$ cat config.mk
export PLATFORM = sky130hd
export DESIGN_NAME = pcie_link_control_regs
export DESIGN_NICKNAME = d
export VERILOG_FILES = /design/src/rtl/link_ctrl_pkg.sv /design/src/rtl/pcie_link_control_regs.sv
export VERILOG_INCLUDE_DIRS = /design/src /design/src/rtl
export SDC_FILE = /design/constraint.sdc
export NUM_CORES = 1
export LEC_CHECK = 0
export BUFFER_PORTS_ARGS = -buffer_cell sky130_fd_sc_hd__buf_4
export CAP_MARGIN = 20
export CORE_MARGIN = 4
export CORE_UTILIZATION = 30
export CTS_BUF_LIST = sky130_fd_sc_hd__clkbuf_8
export CTS_CLUSTER_SIZE = 20
export DETAILED_ROUTE_END_ITERATION = 8
export SYNTH_ARGS = -nofsm -noshare
export SYNTH_HDL_FRONTEND = slang
export SYNTH_SLANG_ARGS = --single-unit
$ cat constraint.sdc
create_clock -name clk_i -period 2.8 [get_ports clk_i]
set_clock_uncertainty 0.05 [all_clocks]
set_input_delay 0 -clock clk_i [delete_from_list [all_inputs] [get_ports clk_i]]
set_output_delay 0 -clock clk_i [all_outputs]
set_load 0.05 [all_outputs]
$ cat src/rtl/link_ctrl_params.svh
// offsets, field positions and reset values of the host-bus link control bank
`ifndef LINK_CTRL_PARAMS_SVH
`define LINK_CTRL_PARAMS_SVH

`define BIC_ADDR        16'h5B00
`define FTS_ADDR        16'h5B08
`define WORD_LSB        2

`define BIC_RESET       32'h0680_0200
`define FTS_RESET       32'h0000_0000
// bits software may change: 31..27, 24, 22, 21, 9, 5..0
`define BIC_SW_MASK     32'hF960_023F
`define FTS_SW_MASK     32'hFFFF_FFFF

`define BIT_TMO_DIS     31
`define BIT_SELFTEST    30
`define BIT_FORCE_L0S   29
`define BIT_DISP_MASK   28
`define BIT_L1_FREE     27
`define LAT_LSB_HI      26
`define LAT_LSB_LO      25
`define BIT_ENTRY_SEL   24
`define LAT_MSB         23
`define BIT_INIT_ONE    22
`define BIT_HDR_ORDER   21
`define BIT_REPLAY_PAD  9
`define NOSNOOP_HI      5
`define NOSNOOP_LO      0

`define FT_LANE_W       8
`define FT_FUNC_LO      0
`define FT_FUNC_W       5
`define FT_TAG_LO       5
`define FT_TAG_W        3

`define RESP_OKAY       2'h0
`define RESP_SLVERR     2'h2

`endif

$ cat src/rtl/link_ctrl_pkg.sv
// types shared by the host-bus link control bank
package link_ctrl_pkg;

  // per-traffic-class no-snoop attributes, msb first as in the register
  typedef struct packed {
    logic tx_desc_fetch_nosnoop_attr;
    logic tx_desc_writeback_nosnoop_attr;
    logic tx_payload_fetch_nosnoop_attr;
    logic rx_desc_fetch_nosnoop_attr;
    logic rx_desc_writeback_nosnoop_attr;
    logic rx_payload_store_nosnoop_attr;
  } nosnoop_attr_t;

  // one completion event seen by the statistic counters
  typedef struct packed {
    logic       valid;
    logic [2:0] tag;
    logic [4:0] func;
  } tag_event_t;

endpackage

$ cat src/rtl/pcie_link_control_regs.sv
// host-bus link control register bank with AXI4-Lite slave
//
// The AXI4-Lite interface to the registers was chosen for this implementation.
`timescale 1ns/1ns
`include "link_ctrl_params.svh"

// Contract
// - timeout-disable bit set suppresses completion time-out reporting.
// - self-test result bit reads zero until hardware reports self-test success; software can also set it, since bit 30 is in BIC_SW_MASK.
// - force-training bit makes standby link training report success.
// - disparity mask bit stops disparity errors from the link decoders.
// - l1-free bit allows deep-sleep entry regardless of receiver standby.
// - three-bit deep-sleep idle delay is read-only, nonvolatile-loaded, resets to 111b.
// - entry-delay select bit advertises standby entry as exit or quarter exit.
// - header-order bit selects the alternate error header log order.
// - replay pad bit one always pads; zero pads only during transmit standby.
// - six no-snoop bits drive transaction-layer attributes per traffic class.
// - counter 0 qualifier: tag bits 7:5, function bits 4:0.
// - counters 1 and 3 qualifiers at 15:13/12:8 and 31:29/28:24; counter 2 function 20:16.
module pcie_link_control_regs #(
  parameter int ADDR_W = 16
) (
  input  wire logic                        clk_i,
  input  wire logic                        rst_i,
  input  wire logic [ADDR_W-1:0]           s_axi_awaddr_i,
  input  wire logic                        s_axi_awvalid_i,
  output logic                             s_axi_awready_o,
  input  wire logic [31:0]                 s_axi_wdata_i,
  input  wire logic [3:0]                  s_axi_wstrb_i,
  input  wire logic                        s_axi_wvalid_i,
  output logic                             s_axi_wready_o,
  output logic [1:0]                       s_axi_bresp_o,
  output logic                             s_axi_bvalid_o,
  input  wire logic                        s_axi_bready_i,
  input  wire logic [ADDR_W-1:0]           s_axi_araddr_i,
  input  wire logic                        s_axi_arvalid_i,
  output logic                             s_axi_arready_o,
  output logic [31:0]                      s_axi_rdata_o,
  output logic [1:0]                       s_axi_rresp_o,
  output logic                             s_axi_rvalid_o,
  input  wire logic                        s_axi_rready_i,
  input  wire logic                        self_test_pass_i,
  input  wire logic                        nvm_load_i,
  input  wire logic [2:0]                  nvm_idle_delay_i,
  input  wire logic                        cpl_timeout_hit_i,
  output logic                             cpl_timeout_err_o,
  input  wire logic                        training_ok_i,
  output logic                             standby_training_ok_o,
  input  wire logic                        disparity_err_raw_i,
  output logic                             disparity_err_o,
  input  wire logic                        l1_req_i,
  input  wire logic                        rx_standby_i,
  output logic                             l1_entry_allowed_o,
  input  wire logic                        tx_standby_i,
  output logic                             replay_pad_active_o,
  output logic [2:0]                       deep_sleep_idle_delay_o,
  output logic                             standby_entry_delay_sel_o,
  output logic                             header_log_alt_order_o,
  output link_ctrl_pkg::nosnoop_attr_t     nosnoop_o,
  input  wire link_ctrl_pkg::tag_event_t   tag_event_i,
  output logic [3:0]                       qual_match_o
);

  localparam int NUM_CNT = 4;
  // decode compares word addresses of the bus width, low byte-lane bits ignored
  localparam logic [ADDR_W-1:0] BIC_A = ADDR_W'(`BIC_ADDR);
  localparam logic [ADDR_W-1:0] FTS_A = ADDR_W'(`FTS_ADDR);

  // register contents, read by the bus decode below
  logic [31:0] bic_q, bic_d;
  logic [31:0] fts_q, fts_d;

  // bus channel state
  logic              aw_have_q, aw_have_d;
  logic              w_have_q,  w_have_d;
  logic [ADDR_W-1:0] awaddr_q,  awaddr_d;
  logic [31:0]       wdata_q,   wdata_d;
  logic [3:0]        wstrb_q,   wstrb_d;
  logic              awready_q, awready_d;
  logic              wready_q,  wready_d;
  logic              bvalid_q,  bvalid_d;
  logic [1:0]        bresp_q,   bresp_d;
  logic              arready_q, arready_d;
  logic              rvalid_q,  rvalid_d;
  logic [1:0]        rresp_q,   rresp_d;
  logic [31:0]       rdata_q,   rdata_d;

  logic              aw_hs, w_hs, ar_hs, wr_fire;
  logic [ADDR_W-1:0] wr_addr;
  logic [31:0]       wr_data;
  logic [31:0]       byte_mask;
  logic              wr_bic, wr_fts, rd_bic, rd_fts;

  always_comb begin
    aw_hs     = s_axi_awvalid_i & awready_q;
    w_hs      = s_axi_wvalid_i & wready_q;
    ar_hs     = s_axi_arvalid_i & arready_q;
    aw_have_d = aw_have_q | aw_hs;
    w_have_d  = w_have_q | w_hs;
    awaddr_d  = aw_hs ? s_axi_awaddr_i : awaddr_q;
    wdata_d   = w_hs ? s_axi_wdata_i : wdata_q;
    wstrb_d   = w_hs ? s_axi_wstrb_i : wstrb_q;
    // address and data may arrive in either order; commit once both are held
    wr_fire   = aw_have_d & w_have_d;
    wr_addr   = awaddr_d;
    wr_data   = wdata_d;
    for (int i = 0; i < 4; i++) begin
      byte_mask[i*8 +: 8] = {8{wstrb_d[i]}};
    end
    wr_bic = wr_addr[ADDR_W-1:`WORD_LSB] == BIC_A[ADDR_W-1:`WORD_LSB];
    wr_fts = wr_addr[ADDR_W-1:`WORD_LSB] == FTS_A[ADDR_W-1:`WORD_LSB];
    rd_bic = s_axi_araddr_i[ADDR_W-1:`WORD_LSB] == BIC_A[ADDR_W-1:`WORD_LSB];
    rd_fts = s_axi_araddr_i[ADDR_W-1:`WORD_LSB] == FTS_A[ADDR_W-1:`WORD_LSB];
    bvalid_d = bvalid_q & ~s_axi_bready_i;
    bresp_d  = bresp_q;
    if (wr_fire) begin
      aw_have_d = 1'b0;
      w_have_d  = 1'b0;
      bvalid_d  = 1'b1;
      bresp_d   = (wr_bic | wr_fts) ? `RESP_OKAY : `RESP_SLVERR;
    end
    // no new beat is taken while a response is still owed
    awready_d = ~aw_have_d & ~bvalid_d;
    wready_d  = ~w_have_d & ~bvalid_d;
    rvalid_d  = rvalid_q & ~s_axi_rready_i;
    rresp_d   = rresp_q;
    rdata_d   = rdata_q;
    if (ar_hs) begin
      rvalid_d = 1'b1;
      rresp_d  = (rd_bic | rd_fts) ? `RESP_OKAY : `RESP_SLVERR;
      rdata_d  = rd_bic ? bic_q : (rd_fts ? fts_q : 32'h0000_0000);
    end
    arready_d = ~rvalid_d;
  end

  always_ff @(posedge clk_i) begin
    if (rst_i) begin
      aw_have_q <= 1'b0;
      w_have_q  <= 1'b0;
      awaddr_q  <= '0;
      wdata_q   <= 32'h0000_0000;
      wstrb_q   <= 4'h0;
      awready_q <= 1'b0;
      wready_q  <= 1'b0;
      bvalid_q  <= 1'b0;
      bresp_q   <= `RESP_OKAY;
      arready_q <= 1'b0;
      rvalid_q  <= 1'b0;
      rresp_q   <= `RESP_OKAY;
      rdata_q   <= 32'h0000_0000;
    end else begin
      aw_have_q <= aw_have_d;
      w_have_q  <= w_have_d;
      awaddr_q  <= awaddr_d;
      wdata_q   <= wdata_d;
      wstrb_q   <= wstrb_d;
      awready_q <= awready_d;
      wready_q  <= wready_d;
      bvalid_q  <= bvalid_d;
      bresp_q   <= bresp_d;
      arready_q <= arready_d;
      rvalid_q  <= rvalid_d;
      rresp_q   <= rresp_d;
      rdata_q   <= rdata_d;
    end
  end

  // register update
  logic [31:0] bic_wmask;

  always_comb begin
    bic_wmask = byte_mask & `BIC_SW_MASK;
    bic_d     = bic_q;
    fts_d     = fts_q;
    if (wr_fire && wr_bic) begin
      bic_d = (bic_q & ~bic_wmask) | (wr_data & bic_wmask);
    end
    if (wr_fire && wr_fts) begin
      fts_d = (fts_q & ~(byte_mask & `FTS_SW_MASK)) | (wr_data & byte_mask & `FTS_SW_MASK);
    end
    // hardware success report wins over a software clear in the same cycle
    if (self_test_pass_i) begin
      bic_d[`BIT_SELFTEST] = 1'b1;
    end
    if (nvm_load_i) begin
      bic_d[`LAT_MSB]                 = nvm_idle_delay_i[2];
      bic_d[`LAT_LSB_HI:`LAT_LSB_LO]  = nvm_idle_delay_i[1:0];
    end
  end

  always_ff @(posedge clk_i) begin
    if (rst_i) begin
      bic_q <= `BIC_RESET;
      fts_q <= `FTS_RESET;
    end else begin
      bic_q <= bic_d;
      fts_q <= fts_d;
    end
  end

  // device-facing controls, all registered
  logic                         tmo_err_q, tmo_err_d;
  logic                         train_ok_q, train_ok_d;
  logic                         disp_q, disp_d;
  logic                         l1_ok_q, l1_ok_d;
  logic                         pad_q, pad_d;
  logic [2:0]                   idle_q, idle_d;
  logic                         entry_q, entry_d;
  logic                         hdr_q, hdr_d;
  link_ctrl_pkg::nosnoop_attr_t nosnoop_q, nosnoop_d;
  logic [3:0]                   match_q, match_d;

  always_comb begin
    tmo_err_d  = cpl_timeout_hit_i & ~bic_q[`BIT_TMO_DIS];
    train_ok_d = training_ok_i | bic_q[`BIT_FORCE_L0S];
    disp_d     = disparity_err_raw_i & ~bic_q[`BIT_DISP_MASK];
    // default couples deep-sleep entry to receiver standby
    l1_ok_d    = l1_req_i & (rx_standby_i | bic_q[`BIT_L1_FREE]);
    pad_d      = bic_q[`BIT_REPLAY_PAD] | tx_standby_i;
    // code 0..7 = 2, 8, 16, 32, 64, 256 us, 1 ms, 4 ms
    idle_d     = {bic_q[`LAT_MSB], bic_q[`LAT_LSB_HI:`LAT_LSB_LO]};
    entry_d    = bic_q[`BIT_ENTRY_SEL];
    hdr_d      = bic_q[`BIT_HDR_ORDER];
    nosnoop_d  = bic_q[`NOSNOOP_HI:`NOSNOOP_LO];
    // tag-filtered events qualified per counter lane
    for (int i = 0; i < NUM_CNT; i++) begin
      match_d[i] = tag_event_i.valid
                   & (tag_event_i.tag == fts_q[i*`FT_LANE_W+`FT_TAG_LO +: `FT_TAG_W])
                   & (tag_event_i.func == fts_q[i*`FT_LANE_W+`FT_FUNC_LO +: `FT_FUNC_W]);
    end
  end

  always_ff @(posedge clk_i) begin
    if (rst_i) begin
      tmo_err_q  <= 1'b0;
      train_ok_q <= 1'b0;
      disp_q     <= 1'b0;
      l1_ok_q    <= 1'b0;
      pad_q      <= 1'b0;
      idle_q     <= 3'h0;
      entry_q    <= 1'b0;
      hdr_q      <= 1'b0;
      nosnoop_q  <= '0;
      match_q    <= 4'h0;
    end else begin
      tmo_err_q  <= tmo_err_d;
      train_ok_q <= train_ok_d;
      disp_q     <= disp_d;
      l1_ok_q    <= l1_ok_d;
      pad_q      <= pad_d;
      idle_q     <= idle_d;
      entry_q    <= entry_d;
      hdr_q      <= hdr_d;
      nosnoop_q  <= nosnoop_d;
      match_q    <= match_d;
    end
  end

  assign s_axi_awready_o           = awready_q;
  assign s_axi_wready_o            = wready_q;
  assign s_axi_bvalid_o            = bvalid_q;
  assign s_axi_bresp_o             = bresp_q;
  assign s_axi_arready_o           = arready_q;
  assign s_axi_rvalid_o            = rvalid_q;
  assign s_axi_rresp_o             = rresp_q;
  assign s_axi_rdata_o             = rdata_q;
  assign cpl_timeout_err_o         = tmo_err_q;
  assign standby_training_ok_o     = train_ok_q;
  assign disparity_err_o           = disp_q;
  assign l1_entry_allowed_o        = l1_ok_q;
  assign replay_pad_active_o       = pad_q;
  assign deep_sleep_idle_delay_o   = idle_q;
  assign standby_entry_delay_sel_o = entry_q;
  assign header_log_alt_order_o    = hdr_q;
  assign nosnoop_o                 = nosnoop_q;
  assign qual_match_o              = match_q;
endmodule

* Word level (Yosys, flattened, before mapping)
Index checks and enable logic that the tools add are counted.
Word-level totals: register bits after elaboration 179, bits of input ports 95, word-level logic and storage cells 106
Operators by class: muxes and demuxes 15, reduce and logical (&&, ||, !) cells 4, equal/unequal tests 12, bitwise operators 42
Operators by type and width (number):
- 32-bit bitwise AND | 4
- 32-bit 2-to-1 mux | 3
- 32-bit NOT | 2
- 32-bit OR | 2
- 14-bit by 13-bit equality test with 1-bit output (second input constant) | 4
- 31-bit 2-to-1 mux | 1
- 5-bit equality test | 4
- 1-bit bitwise AND | 19
- 16-bit 2-to-1 mux | 1
- 3-bit equality test | 4
- 1-bit NOT | 8
- 1-bit OR | 7
- 1-bit 2-to-1 mux | 6
- 2-bit 2-to-1 mux | 3
- 4-bit 2-to-1 mux | 1
- 2-bit nonzero test | 2
- 1-bit logical AND | 2

* Logic depth before layout (Yosys ltp)
depth after elaboration 7, depth in mapped cells 6, mapped depth without buffers 4

* Worst setup path after synthesis
OpenSTA, ideal clock, no wires.
path type reg-to-reg, start reg awready_q, in the netlist s_axi_awready_o, end reg (tool-made name), cell stages (with the launch flop) 5, data arrival time 2.394 ns, setup slack 0.235 ns, path through dfxtp_1 nand2_1 nor4_4 o2111ai_4 mux2_2
RTL lines:
- start: declaration | RTL line pcie_link_control_regs.sv:79 | logic awready_q, awready_d;
- start signal: assignment | RTL line pcie_link_control_regs.sv:157 | awready_q <= awready_d;

==> flow_summary.ini <==
[worst_hold_path]
whs_path_depth = 3
hp-class = primary input to flip-flop

[yosys]
syn_avg_cell_area_um2 = 10.1
synth_area_leaders = dfxtp_1, mux2_2, nor2b_1
ys_seq_area_share_pct = 49.8
ys_async_sr_fraction_pct = 0
synth_cells = 643
synth.top_cells.by_count = dfxtp_1, mux2_2, nand2_1, nor2b_1, nor2_1
yosys.cell_types.count = 39
yosysMostFrequentCell = dfxtp_1
post-synth-top-area-fraction_pct = 49.8
ys_seq_elements = 161
yosysTopAreaCell = dfxtp_1
syn_area_um2 = 6470
yosysWarningCount = 0
synth-edff-count = 0
synth_flop_cell = dfxtp_1

[grt]
antenna_found_initial = 0
use_met1_pct = 19.5
grt_usage_pct = 15.1
overflow = 0
grt_pass1_wl_um = 28500
grt_max_degree = 101
use_met3_pct = 3.34
grt_busiest_layer = met2
grt_pass1_vias = 5291
gr-usage-met2_pct = 25.5

[cells_and_area]
nNetsFinal = 955
layout-drive-gt1-share_pct = 30.5
num_antenna_cells = 0
fin_util_pct = 42.9
synthToLayoutAreaGrowth_pct = 40.3

[power]
pwr_density_cell_nw_per_um2 = 512
ir_drop_uv = 260
leakagePower_uw = 0.00374
total_power_uw = 4650

[timing]
drv_slew = 0
fin_tns_setup_ps = 0
hold_viol_final = 0
setup_violations = 0
fmax_mhz = 455
maxSlewHeadroom_pct = 28.7
worst_slack_ps = 603
worst_pin_slew_ps = 1070
period_needed_ps = 2200
rsz0062_at_grt = no
period_share_pct = 78.5

[setup_path]
cp_max_fo = 3
r2r_cells = 5
critPathArrivalTime_ps = 2540
cp.required_ps = 3140
path_class = flip-flop to flip-flop
crit_path_start_kind = flip-flop
cp-end-kind = flip-flop

[drt]
viasPerCell = 4.56
drcViolationCount = 0
vias = 5240
avgRoutedWirePerCell_um = 15.8
drt-pass1-iter-count = 4
routed_wl_um = 18200
drt_iter0_drc = 272
ant_nets = 0

[die]
initial_core_util_pct = 30.6
pin_count = 156
die_x_um = 155
die_y_um = 155
core_um2 = 21200
fp.dieArea_um2 = 24000
num_rows = 53

[place]
dp_slack_ps = 621
port_buffers = 149
dp_hpwl_um = 12400
gp_congestion = 0.754

[clocking]
ctsHoldBuffers = 86
cts_resized = 0
cts_sinks = 161
cts.clk_slew.worst_paths_ps = 90
cts_setup_buffers = 0
cts_tree = yes
cts-root-buf = clkbuf_8
cts_made_buffers = 17
clkLatencyLatePin_ps = 450
cts-htree-levels = 4
clockBufferDepth = 2

[run_status]
status = complete, no violations

[flow_run]
drv_cap = 0
[report_power, final]
group	internal (µW)	switching [µW]	total, µW
registers	2350	22.1	2370
logic	272	302	574
clock network	799	912	1710
total	3420	1240	4650
[stage by stage]
step	area, µm²	hold WS, ps	cells
2_1_floorplan	6480	65.8	644
3_3_place_gp	7830	154	1030
3_5_place_dp	7830	157	1030
4_1_cts	9080	71.5	1148
5_1_grt	9080	74.3	1148
6_report	9080	100	1148
[cell usage in the layout, fill, tap and decap left out, types with 13 or more instances in the layout]
cell / n
a21oi_1: 43
nand2b_1: 13
mux2i_1: 19
dfxtp_1: 161
mux2_2: 59
a32oi_1: 14
nor2_1: 45
xnor2_1: 28
nand2_1: 55
dlygate4sd3_1: 86
nor2b_1: 47
a22oi_1: 18
buf_4: 160
nand3_1: 31
clkbuf_8: 17
[cell type report]
cell class / instances / area [µm²]
Clock buffer: 17 / 234
Clock inverter: 15 / 156
Fill cell: 2091 / 12100
Inverter: 6 / 22.5
Multi-Input combinational cell: 428 / 3040
Sequential cell: 161 / 3220
Tap cell: 275 / 344
Timing Repair Buffer: 246 / 2060
[critical path, cell delays in order, from the launching register on]
cell	delay, ps
dfxtp_1	410
xnor2_1	160
nand3_1	90
dlygate4sd3_1	560
nor4_1	240
dlygate4sd3_1	620
[layer usage]
layer  part of all wire [%]  routed length (µm)
met5                      0                   0
met2                     49                8850
met1                     47                8460
met4                    1.2                 222
met3                    3.6                 654
[final timing paths]
path                     startpoint                 to  slack, ps
setup / recovery          flip-flop    qual_match_o[3]        600
hold / removal    s_axi_araddr_i[3]  s_axi_rdata_o[11]        100
setup reg to reg          flip-flop    qual_match_o[3]        600
hold reg to reg        awaddr_q[12]       awaddr_q[12]        400
[cells by family (layout without fill, tap and decap cells)]
| logic type | count (synthesis) | count (layout) | synth area share [%] |
|---|---|---|---|
| AO/OA/AOI/OAI | 90 | 90 | 10.9 |
| other | 1 | 2 | 0.0579 |
| buffers and inverters | 55 | 284 | 3.32 |
| XOR/XNOR | 32 | 32 | 4.33 |
| flip-flops | 161 | 161 | 49.8 |
| multiplexers | 78 | 78 | 13.2 |
| AND/OR/NAND/NOR | 226 | 226 | 18.4 |
Power figures use the tool's default switching activity.
